### src/logic/dcc_cfg.svh
`ifndef DCC_CFG_SVH
`define DCC_CFG_SVH

// Register byte offsets
`define DCC_OFF_CTRL 8'h00
`define DCC_OFF_FLAG 8'h04
`define DCC_OFF_ENA 8'h08
`define DCC_OFF_IRQCTL 8'h0c
`define DCC_OFF_DIR 8'h10
`define DCC_OFF_CONV 8'h14
`define DCC_OFF_PORT 8'h18

// Control register fields
`define DCC_B_CMP2_RES 7
`define DCC_B_CMP1_RES 6
`define DCC_B_CMP2_INV 5
`define DCC_B_CMP1_INV 4
`define DCC_B_SWITCH 3
`define DCC_MODE_HI 2
`define DCC_MODE_LO 0

// Flag, enable and global bits
`define DCC_B_IRQ_FLAG 6
`define DCC_B_IRQ_ENA 6
`define DCC_B_PERIPH_ENA 6
`define DCC_B_GLOBAL_ENA 7

// Modes
`define DCC_MODE_OFF 3'h7
`define DCC_MODE_MUX4 3'h6
`define DCC_MODE_PIN_A 3'h3
`define DCC_MODE_PIN_B 3'h5

// Reset values
`define DCC_RST_CTRL 8'h07
`define DCC_RST_DIR 7'h7f
`define DCC_RST_CONV 4'h0
`define DCC_RST_BYTE 8'h00

// Converter config bits 3:0
`define DCC_CONV_HI 3
`define DCC_CONV_LO 0

`endif

### src/logic/dcc_pad_note.sv
`timescale 1ns/1ns

### src/logic/dcc_pkg.sv
package dcc_pkg;

  typedef logic [7:0] dcc_byte_t;
  typedef logic [2:0] dcc_mode_t;
  typedef logic [6:0] dcc_port_t;

  // Which comparator inverting-input pin is in use: direct outside the four-input mode, a line pair in it
  typedef enum logic [1:0] {
    DCC_NEG_DIRECT,
    DCC_NEG_LINE56,
    DCC_NEG_LINE34
  } dcc_negsel_t;

endpackage : dcc_pkg

### src/logic/dcc_top.sv
// Local design decisions: the Wishbone slave port and the register addresses.
`timescale 1ns/1ns
`include "dcc_cfg.svh"
module dcc_top
  import dcc_pkg::*;
(
  input wire logic clk_i,
  input wire logic rst_i,
  input wire logic wb_cyc_i,
  input wire logic wb_stb_i,
  input wire logic wb_we_i,
  input wire logic [7:0] wb_adr_i,
  input wire logic [31:0] wb_dat_i,
  input wire logic [3:0] wb_sel_i,
  output logic [31:0] wb_dat_o,
  output logic wb_ack_o,
  input wire logic cmp1_above_i,
  input wire logic cmp2_above_i,
  input wire logic [6:0] portf_pin_i,
  output logic [6:0] portf_out_o,
  output logic [6:0] portf_oe_n_o,
  output logic cmp1_on_o,
  output logic cmp2_on_o,
  output logic [1:0] cmp_neg_sel_o,
  output logic ref_to_pos_o,
  output logic [3:0] analog_line_o,
  output logic irq_o,
  output logic wake_o
);

  // Result after inversion; forced low while off
  function automatic logic shape_result(input logic raw, input logic inv,
                                        input logic off);
    shape_result = off ? 1'b0 : (raw ^ inv);
  endfunction : shape_result

  function automatic logic is_offset(input logic [7:0] adr,
                                     input logic [7:0] off);
    is_offset = (adr == off);
  endfunction : is_offset

  dcc_byte_t comparator_control_q;
  logic flag_q;
  logic ena_q;
  logic periph_ena_q;
  logic global_ena_q;
  dcc_port_t portf_direction_q;
  dcc_port_t port_latch_q;
  logic [3:0] analog_port_config_q;
  logic [1:0] cap_q;
  logic [1:0] sync1_q;
  logic [1:0] sync2_q;
  dcc_port_t pin_s1_q;
  dcc_port_t pin_s2_q;
  logic ack_q;
  logic [31:0] dat_q;
  logic irq_q;
  logic wake_q;
  logic [6:0] out_q;
  logic [6:0] oe_n_q;
  logic cmp1_on_q;
  logic cmp2_on_q;
  logic [1:0] neg_q;
  logic ref_q;
  logic [3:0] analog_q;

  // Bus decode
  wire req = wb_cyc_i & wb_stb_i & ~ack_q;
  wire wr = req & wb_we_i & wb_sel_i[0];
  wire hit_ctrl = is_offset(wb_adr_i, `DCC_OFF_CTRL);
  wire hit_flag = is_offset(wb_adr_i, `DCC_OFF_FLAG);
  wire hit_ena = is_offset(wb_adr_i, `DCC_OFF_ENA);
  wire hit_irqc = is_offset(wb_adr_i, `DCC_OFF_IRQCTL);
  wire hit_dir = is_offset(wb_adr_i, `DCC_OFF_DIR);
  wire hit_conv = is_offset(wb_adr_i, `DCC_OFF_CONV);
  wire hit_port = is_offset(wb_adr_i, `DCC_OFF_PORT);
  wire ctrl_access = req & hit_ctrl;
  wire [7:0] wbyte = wb_dat_i[7:0];

  // Mode decode
  wire dcc_mode_t mode = comparator_control_q[`DCC_MODE_HI:`DCC_MODE_LO];
  wire mode_off = (mode == `DCC_MODE_OFF);
  wire mode_mux4 = (mode == `DCC_MODE_MUX4);
  wire mode_pin = (mode == `DCC_MODE_PIN_A) | (mode == `DCC_MODE_PIN_B);
  wire inv1 = comparator_control_q[`DCC_B_CMP1_INV];
  wire inv2 = comparator_control_q[`DCC_B_CMP2_INV];

  wire res1 = shape_result(sync2_q[0], inv1, mode_off);
  wire res2 = shape_result(sync2_q[1], inv2, mode_off);
  wire [1:0] res = {res2, res1};

  wire pin1 = shape_result(cmp1_above_i, inv1, mode_off);
  wire pin2 = shape_result(cmp2_above_i, inv2, mode_off);

  wire mismatch = (res != cap_q);

  wire flag_wr = wr & hit_flag;
  wire flag_d = mismatch | (flag_wr ? wbyte[`DCC_B_IRQ_FLAG] : flag_q);

  wire dcc_byte_t ctrl_d = (wr & hit_ctrl) ?
    {2'h0, wbyte[`DCC_B_CMP2_INV:`DCC_MODE_LO]} :
    {2'h0, comparator_control_q[`DCC_B_CMP2_INV:`DCC_MODE_LO]};

  wire [3:0] analog_d = ~analog_port_config_q;
  wire dcc_port_t port_rd = pin_s2_q & ~{1'b0, analog_d, 2'b00};

  wire dcc_negsel_t neg_d = !mode_mux4 ? DCC_NEG_DIRECT :
    (comparator_control_q[`DCC_B_SWITCH] ? DCC_NEG_LINE34 : DCC_NEG_LINE56);

  // pin drive of lines 1 and 2
  wire dcc_port_t out_d = mode_pin ?
    {port_latch_q[6:2], pin2, pin1} : port_latch_q;

  wire irq_d = flag_q & ena_q & periph_ena_q & global_ena_q;

  // Read mux
  logic [7:0] rd_byte;
  always_comb begin
    rd_byte = `DCC_RST_BYTE;
    if (hit_ctrl) begin
      rd_byte = {res, comparator_control_q[`DCC_B_CMP2_INV:`DCC_MODE_LO]};
    end else if (hit_flag) begin
      rd_byte[`DCC_B_IRQ_FLAG] = flag_q;
    end else if (hit_ena) begin
      rd_byte[`DCC_B_IRQ_ENA] = ena_q;
    end else if (hit_irqc) begin
      rd_byte[`DCC_B_GLOBAL_ENA] = global_ena_q;
      rd_byte[`DCC_B_PERIPH_ENA] = periph_ena_q;
    end else if (hit_dir) begin
      rd_byte = {portf_direction_q, 1'b0};
    end else if (hit_conv) begin
      rd_byte[`DCC_CONV_HI:`DCC_CONV_LO] = analog_port_config_q;
    end else if (hit_port) begin
      rd_byte = {port_rd, 1'b0};
    end
  end

  // Wishbone answer, one cycle after request
  always_ff @(posedge clk_i) begin
    if (rst_i) begin
      ack_q <= 1'b0;
      dat_q <= 32'h0000_0000;
    end else begin
      ack_q <= req;
      dat_q <= req ? {24'h00_0000, rd_byte} : 32'h0000_0000;
    end
  end

  // control register reset only by device reset
  always_ff @(posedge clk_i) begin
    if (rst_i) begin
      comparator_control_q <= `DCC_RST_CTRL;
    end else begin
      comparator_control_q <= ctrl_d;
    end
  end

  always_ff @(posedge clk_i) begin
    if (rst_i) begin
      sync1_q <= 2'h0;
      sync2_q <= 2'h0;
      pin_s1_q <= 7'h00;
      pin_s2_q <= 7'h00;
    end else begin
      sync1_q <= {cmp2_above_i, cmp1_above_i};
      sync2_q <= sync1_q;
      pin_s1_q <= portf_pin_i;
      pin_s2_q <= pin_s1_q;
    end
  end

  always_ff @(posedge clk_i) begin
    if (rst_i) begin
      cap_q <= 2'h0;
    end else if (ctrl_access) begin
      cap_q <= res;
    end
  end

  always_ff @(posedge clk_i) begin
    if (rst_i) begin
      flag_q <= 1'b0;
    end else begin
      flag_q <= flag_d;
    end
  end

  // Enables, direction, latch, converter config
  always_ff @(posedge clk_i) begin
    if (rst_i) begin
      ena_q <= 1'b0;
      periph_ena_q <= 1'b0;
      global_ena_q <= 1'b0;
      portf_direction_q <= `DCC_RST_DIR;
      port_latch_q <= 7'h00;
      analog_port_config_q <= `DCC_RST_CONV;
    end else begin
      if (wr & hit_ena) begin
        ena_q <= wbyte[`DCC_B_IRQ_ENA];
      end
      if (wr & hit_irqc) begin
        periph_ena_q <= wbyte[`DCC_B_PERIPH_ENA];
        global_ena_q <= wbyte[`DCC_B_GLOBAL_ENA];
      end
      if (wr & hit_dir) begin
        portf_direction_q <= wbyte[7:1];
      end
      if (wr & hit_port) begin
        port_latch_q <= wbyte[7:1];
      end
      if (wr & hit_conv) begin
        analog_port_config_q <= wbyte[`DCC_CONV_HI:`DCC_CONV_LO];
      end
    end
  end

  // Registered side outputs
  always_ff @(posedge clk_i) begin
    if (rst_i) begin
      irq_q <= 1'b0;
      wake_q <= 1'b0;
      out_q <= 7'h00;
      oe_n_q <= `DCC_RST_DIR;
      cmp1_on_q <= 1'b0;
      cmp2_on_q <= 1'b0;
      neg_q <= 2'h0;
      ref_q <= 1'b0;
      analog_q <= ~`DCC_RST_CONV;
    end else begin
      irq_q <= irq_d;
      // wake from sleep on enabled flag
      wake_q <= flag_q & ena_q;
      out_q <= out_d;
      oe_n_q <= portf_direction_q;
      cmp1_on_q <= ~mode_off;
      cmp2_on_q <= ~mode_off;
      neg_q <= neg_d;
      ref_q <= mode_mux4;
      analog_q <= analog_d;
    end
  end

  assign wb_ack_o = ack_q;
  assign wb_dat_o = dat_q;
  // lines 1 and 2 bypass the clock in pin modes
  assign portf_out_o = mode_pin ? out_d : out_q;
  assign portf_oe_n_o = oe_n_q;
  assign cmp1_on_o = cmp1_on_q;
  assign cmp2_on_o = cmp2_on_q;
  assign cmp_neg_sel_o = neg_q;
  assign ref_to_pos_o = ref_q;
  assign analog_line_o = analog_q;
  assign irq_o = irq_q;
  assign wake_o = wake_q;
endmodule : dcc_top

### config.mk
export PLATFORM = sky130hd
export DESIGN_NAME = dcc_top
export DESIGN_NICKNAME = d
export VERILOG_FILES = /design/src/logic/dcc_pad_note.sv /design/src/logic/dcc_pkg.sv /design/src/logic/dcc_top.sv
export VERILOG_INCLUDE_DIRS = /design/src /design/src/logic
export SDC_FILE = /design/constraint.sdc
export NUM_CORES = 1
export LEC_CHECK = 0
export ABC_AREA = 1
export BUFFER_PORTS_ARGS = -buffer_cell sky130_fd_sc_hd__buf_2
export CORE_AREA = 2 2 83 144
export DETAILED_ROUTE_END_ITERATION = 8
export DIE_AREA = 0 0 85 146
export PLACE_DENSITY = 0.56
export SLEW_MARGIN = 10
export SYNTH_ARGS = -nofsm -noshare
export SYNTH_HDL_FRONTEND = slang
export SYNTH_SLANG_ARGS = --single-unit
### constraint.sdc
create_clock -name clk_i -period 1.16 [get_ports clk_i]
set_input_delay 0.29 -clock clk_i [delete_from_list [all_inputs] [get_ports clk_i]]
set_output_delay 0.29 -clock clk_i [all_outputs]
set_load 0.01 [all_outputs]
==> summary.md, run 1 <==
| Metric | Value |
|---|---|
| Worst Hold Class | input pin to flop |
| Horizontal die dimension | 85 µm |
| Worst Slack Setup Final | -0.557 ns |
| Min Tclk post-route | 1.72 ns |
| Vias | 2,826 |
| Worst flop-to-flop path startpoint | wb_ack_o |
| Final period utilization | 148% |
| Type of element capturing the critical path | output port |
| Sum Neg Setup Slack | -4.73 ns |
| Netlist area before placement | 3290 µm² |
| Critical register-to-register path endpoint | ena_q |
| Height of the die | 146 µm |
| Most frequent standard cell in the layout excluding fill and tap cells | dfxtp_1 |
| Data required, critical path | 0.87 ns |
| Antenna violations before repair | 0 |
| Register clock-pin slew on the reported worst setup and hold paths | 0.06 ns |
| Signal arrival time at the worst endpoint | 1.43 ns |
| Mean instance size in the synthesized netlist | 7.86 µm² |
| # fillers | 1,101 |
| Number of global-route vias before repair | 2,811 |
| Top Ports | 116 |
| Number of synthesis warnings | 0 |
| Share of the yosys chip area belonging to registers | 49.4% |
| Total die area | 12,400 µm² |
| Initial DRT Pass Iterations | 4 |
| Worst Hold Path EP | pin_s1_q[0] |
| Clock latency reported for the late side of the worst-skew pair | 0.34 ns |
| Critical path's top delay family | simple AND/OR/NAND/NOR gates |
| Total placed cells including tap cells | 641 |
| CTS tree | yes |
| Non-Filler Instances | 658 |
| Mean number of vias per cell | 4.29 |
| GP Congestion | 0.902 |
| Leftover overflow at the end of global routing | 0 |
| First element of the critical path | comparator_control_q[0] |
| Highest-count cells in the layout ignoring fill and taps | dfxtp_1 (76), nand2_1 (66), buf_2 (62) |
| Maximum level of the CTS H-tree | 3 |
| First DRT Iteration DRCs | 85 |
| Unrepaired setup endpoints after global routing | true |
| Result of the run | complete, but fails checks |
| Placeable core area | 11,200 µm² |
| Antenna diode count | 0 |
| Logic depth of the worst register-to-register path | 8 |
| Worst hold slack | 0.155 ns |
| Global-route wire length before repair | 13.2 mm |
| Detail-routed net length per standard cell | 12.4 µm |
| Initial Util | 29.4% |
| Number of clock sinks | 81 |
| Critical Path Stages | 6 |
| Count of max-cap constraint violations | 0 |
| Num CTS Buffers | 9 |
| Netlist cell types | 31 |
| Category of the most critical setup path | flop to output port |
| Count of antenna-violating nets left after detailed routing | 0 |
| Cts-stage hold buffer count | 0 |
| Leakage power total | 2.13 nW |
| Sequence of cells on the critical path | inv_2 -> nor3_4 -> inv_4 -> nand2_1 -> o21ai_4 -> buf_2 |
| Estimated wirelength of the detail-placed design | 6.33 mm |
| Fmax | 582 MHz |
| Violated checks | setup timing |
| Number of input and output port buffers inserted | 64 |
| Post-layout net count | 579 |
| Worst reg-to-reg setup slack | -0.13 ns |
| Total Routing Usage GR | 13.7% |
| Max-slew violation total from the final report | 0 |
| Worst hold stages | 3 |
| Number of DRC violations after detailed routing | 0 |
| Placement row count | 51 |
| Routed wire length | 8.13 mm |
| Worst Path Max Fanout | 13 |
| Root buf cell | clkbuf_16 |
| Buffer levels on the longest clock path | 2 |
| Slowest cell on crit path | dfxtp_2 |
| Max VDD drop | 0.793 mV |
| Endpoints failing hold | 0 |
| Maximum number of pins on one net before global-route repair | 31 |
| Worst path buffer plus inverter count | 3 |
| Total of flip-flops plus latches after synthesis | 81 |
| Worst clock skew on the final layout | 0.00560 ns |
| Crit start category | flop |
| Largest incremental delay on the critical path | 0.34 ns |
| Total power per unit cell area | 1380 nW/µm² |
| Area added between synthesis and finish | 41.6% |
| Instance count of the mapped netlist | 418 |
| Final setup violation count | 28 |
| Launch instance of the worst min-delay path | portf_pin_i[0] |
| Share of layout cells above drive strength 1 | 38.6% |
-- cell families after synthesis --
logic type	count (synthesis)	share of synthesized area (%)
AOI/OAI and AO/OA	55	10.2
xor gates and xnor gates	2	0.533
buffers and inverters	99	14.7
DFF	81	49.4
other	1	0.114
and+or+nand+nor	180	25.1
-- area by class of cell --
class	count	area [µm²]	area share (%)
flip-flops and latches	81	1630	35.0
multi-input cells	261	1540	33.0
repair buffers	104	722	15.5
inverters	64	258	5.54
clock buffers	9	225	4.84
well taps	132	165	3.55
clock inverters	7	119	2.56
-- per-stage QoR --
step	setup slack, ns	utilization (%)	area [µm²]	total power, mW
finish	-0.557	41.7	4650	6.42
global route	-0.641	41.7	4650	6.67
CTS	-0.584	40.5	4520	6.47
detailed placement	-0.404	36.0	4030	3.21
global placement	-0.399	36.0	4030	3.21
floorplan	-0.0783	-	3460	3.11
-- synthesized netlist by cell type (all sizes together) --
| cell | instances | share of area (%) |
|---|---|---|
| a21oi | 17 | 2.7 |
| clkinv | 1 | 0.11 |
| clkbuf | 7 | 0.80 |
| o211ai | 12 | 3.2 |
| dfxtp | 81 | 49 |
| nand3 | 21 | 3.9 |
| inv | 63 | 7.3 |
| nor3 | 6 | 1.4 |
| nand2 | 80 | 9.7 |
| conb | 1 | 0.11 |
| xor2 | 2 | 0.53 |
| nor2 | 73 | 10 |
| buf | 28 | 6.5 |
| a211oi | 1 | 0.38 |
| o21ai | 25 | 3.9 |
-- worst reg2reg max path: stages (launching register included) --
cell     delay [ns]
dfxtp_2        0.33
nor2_4         0.12
inv_2          0.06
nor2_4         0.13
buf_6          0.17
buf_12         0.13
nand3_4        0.06
o21ai_1        0.14
a21oi_1        0.05
-- power breakdown --
| group | internal, mW | switching (mW) | total (mW) |
|---|---|---|---|
| Sequential | 2.81 | 0.0102 | 2.82 |
| Clock | 2.10 | 1.12 | 3.22 |
| Combinational | 0.134 | 0.243 | 0.377 |
-- state kept, by name, indices dropped and copies added (netlist names), 6 cells and up --
name,flops
comparator_control_q,6
out_q,7
pin_s1_q,7
pin_s2_q,7
port_latch_q,7
portf_direction_q,7
portf_oe_n_o,7
wb_dat_o,8
-- how the worst max path moves through the flow --
| stage | endpoint |
|---|---|
| 2_1_floorplan | portf_out_o[2] |
| 3_3_place_gp | port_latch_q[6] |
| 3_5_place_dp | port_latch_q[6] |
| 4_1_cts | portf_out_o[2] |
| 5_1_grt | portf_out_o[2] |
| 6_report | portf_out_o[2] |
-- timing repair --
action / 4_1_cts / 5_1_grt
gates resized for setup: 46 / 28
pin swaps: 12 / 10
cloned: 1 / 0
setup endpoints to repair: 30 / 49
setup buffers: 2 / 1
-- per-layer routing --
metal | up-vias | global-route usage, % | part of all wire [%]
li1 | 1448 | - | -
met1 | 1280 | 13.8 | 36
met2 | 83 | 24.5 | 55
met3 | 15 | 3.40 | 4.7
met4 | 0 | 8.49 | 3.9
met5 | - | 0 | 0
Power figures use the tool's default switching activity.
==> run 2: changes to the inputs <==
Settings changed: CTS_CLUSTER_DIAMETER set to 30, MAX_ROUTING_LAYER set to met4, PLACE_DENSITY 0.56 to 0.55.
Clock period 1.16 ns to 1.8 ns, I/O delays scaled along.
==> summary.md, run 2 (synthesized netlist as in run 1, its figures left out) <==
| Metric | Value |
|---|---|
| Slowest cell on crit path | dfxtp_2 |
| Vias | 2,695 (-4.6%) |
| Min Tclk post-route | 1.88 ns |
| Worst Path Max Fanout | 3 (-10) |
| Worst hold slack | 0.317 ns (+0.162 ns) |
| CTS tree | yes |
| Estimated wirelength of the detail-placed design | 6.16 mm (-2.7%) |
| Total power consumption of the routed design | 3.87 mW (-40%) |
| Number of global-route vias before repair | 2,751 (-2.1%) |
| Switching share of total power | 20.4% (-1.0 points) |
| Buffer levels on the longest clock path | 2 (unchanged) |
| Data required, critical path | 1.35 ns (+0.48 ns) |
| Final setup violation count | 7 (-75%) |
| Clock latency reported for the late side of the worst-skew pair | 0.33 ns (about the same) |
| Num CTS Buffers | 9 (unchanged) |
| Maximum number of pins on one net before global-route repair | 42 (+35%) |
| Highest-count cells in the layout ignoring fill and taps | dfxtp_1 (78), nand2_1 (75), buf_2 (64) |
| Violated checks | setup timing |
| Leakage power total | 1.91 nW (-10%) |
| Max-slew violation total from the final report | 0 (unchanged) |
| Worst Hold Class | input pin to flop |
| Largest incremental delay on the critical path | 0.32 ns (-0.02 ns) |
| Worst Slack Setup Final | -0.0767 ns (+0.481 ns) |
| First DRT Iteration DRCs | 116 (+36%) |
| Net Switching | 789 µW (-43%) |
| Most frequent standard cell in the layout excluding fill and tap cells | dfxtp_1 |
| Height of the die | 146 µm (unchanged) |
| Post-CTS repair timing setup buffer count | 0 (-2) |
| Number of input and output port buffers inserted | 64 (unchanged) |
| Post-layout net count | 549 (-5.2%) |
| Internal power summed over all cells | 3.08 mW (-39%) |
| Global-route wire length before repair | 12.9 mm (-1.7%) |
| Number of clock sinks | 81 (unchanged) |
| Final period utilization | 104% |
| Maximum level of the CTS H-tree | 3 (unchanged) |
| Share of layout cells above drive strength 1 | 26.1% (-13 points) |
| Area added between synthesis and finish | 23.1% |
| Antenna diode count | 0 (unchanged) |
| Sequence of cells on the critical path | nand2_2 -> inv_2 -> nor3_4 -> buf_4 -> o21ai_2 -> nand2_1 -> buf_2 |
| Max VDD drop | 0.472 mV (-40%) |
| Horizontal die dimension | 85 µm (unchanged) |
| Type of element capturing the critical path | output port |
| Endpoints failing hold | 0 (unchanged) |
| Worst clock skew on the final layout | 0.00515 ns (-0.000446 ns) |
| Routed wire length | 7.95 mm (-2.2%) |
| Unrepaired setup endpoints after global routing | true |
| Post-place instance area | 3700 µm² (-8.0%) |
| # fillers | 1,175 (+6.7%) |
| Result of the run | complete, but fails checks |
| Detail-routed net length per standard cell | 12.7 µm (+2.7%) |
| Count of max-cap constraint violations | 0 (unchanged) |
| Count of antenna-violating nets left after detailed routing | 0 (unchanged) |
| Initial Util | 29.4% (unchanged) |
| Sequential share of power | 47.0% (+3.0 points) |
| Max FFs per register | 8 (unchanged) |
| Placeable core area | 11,200 µm² (unchanged) |
| Initial DRT Pass Iterations | 4 (unchanged) |
| Mean number of vias per cell | 4.30 (about the same) |
| Category of the most critical setup path | flop to output port |
| Signal arrival time at the worst endpoint | 1.43 ns (about the same) |
| Non-Filler Cell Area, Final | 4050 µm² (-13%) |
| Total die area | 12,400 µm² (unchanged) |
| Clock power frac | 48.2% (-2.0 points) |
| Total Routing Usage GR | 14.0% (+0.29 points) |
| GP Congestion | 0.838 (-7.0%) |
| Total power per unit cell area | 957 nW/µm² (-31%) |
| Share of total power in combinational logic | 4.8% (-1.1 points) |
| Top Ports | 116 (unchanged) |
| Leftover overflow at the end of global routing | 0 (unchanged) |
| Antenna violations before repair | 0 (unchanged) |
| Register clock-pin slew on the reported worst setup and hold paths | 0.05 ns (about the same) |
| Placement row count | 51 (unchanged) |
| Crit start category | flop |
| Number of DRC violations after detailed routing | 0 (unchanged) |
| Fmax | 533 MHz |
| Root buf cell | clkbuf_16 |
-- run 2: cell type report --
cell class                      count  area [µm²]  area share [%]
Tap cell                          132         165            4.08
Timing Repair Buffer               74         408            10.1
Clock inverter                      2        35.0           0.866
Clock buffer                       13         280            6.93
Inverter                           64         245            6.06
Sequential cell                    81        1630            40.2
Multi-Input combinational cell    261        1290            31.8
-- run 2: repair_timing --
item                                    CTS  global route
endpoints found under the setup margin    7             7
gates resized for setup                  13             4
hold buffers                              0             0
pin swaps                                 1             3
-- run 2: path summary, 6_finish.rpt --
path	from	to	slack, ns	depth (start not counted)
max reg2reg	wb_ack_o	port_latch_q[0]	0.50	7
max	comparator_control_q[2]	portf_out_o[1]	-0.08	7
min reg2reg	pin_s1_q[6]	pin_s2_q[6]	0.40	2
min	portf_pin_i[0]	pin_s1_q[0]	0.32	3
-- run 2: metrics by stage --
step	TNS [ns]	util [%]	std cells	setup slack (ns)
3_5_place_dp	0	33.2	612	0.0702
3_3_place_gp	0	33.2	612	0.104
2_1_floorplan	0	-	441	0.201
5_1_grt	-0.968	36.2	627	-0.151
6_report	-0.340	36.2	627	-0.0767
4_1_cts	-0.501	36.1	627	-0.0906
-- run 2: critical path, delay by kind of cell, from the launching register on --
| family | cells | cell delay [ns] |
|---|---|---|
| AO/OA/AOI/OAI | 1 | 0.05 |
| buffers and inverters | 3 | 0.34 |
| flip-flops | 1 | 0.32 |
| AND/OR/NAND/NOR | 3 | 0.38 |
-- run 2: routing by layer --
| metal | track usage, % | part of all wire, % |
|---|---|---|
| met1 | 12.7 | 36 |
| met2 | 25.0 | 53 |
| met3 | 3.52 | 5.2 |
| met4 | 9.13 | 5.3 |
| met5 | - | 0 |
-- run 2: power by group through the flow --
stage / sequential [mW] / combinational, mW / clock, mW
floorplan: 1.86 / 0.142 / 0
global placement: 1.86 / 0.182 / 0
detailed placement: 1.86 / 0.184 / 0
CTS: 1.82 / 0.186 / 1.92
global route: 1.82 / 0.207 / 2.01
finish: 1.82 / 0.185 / 1.87
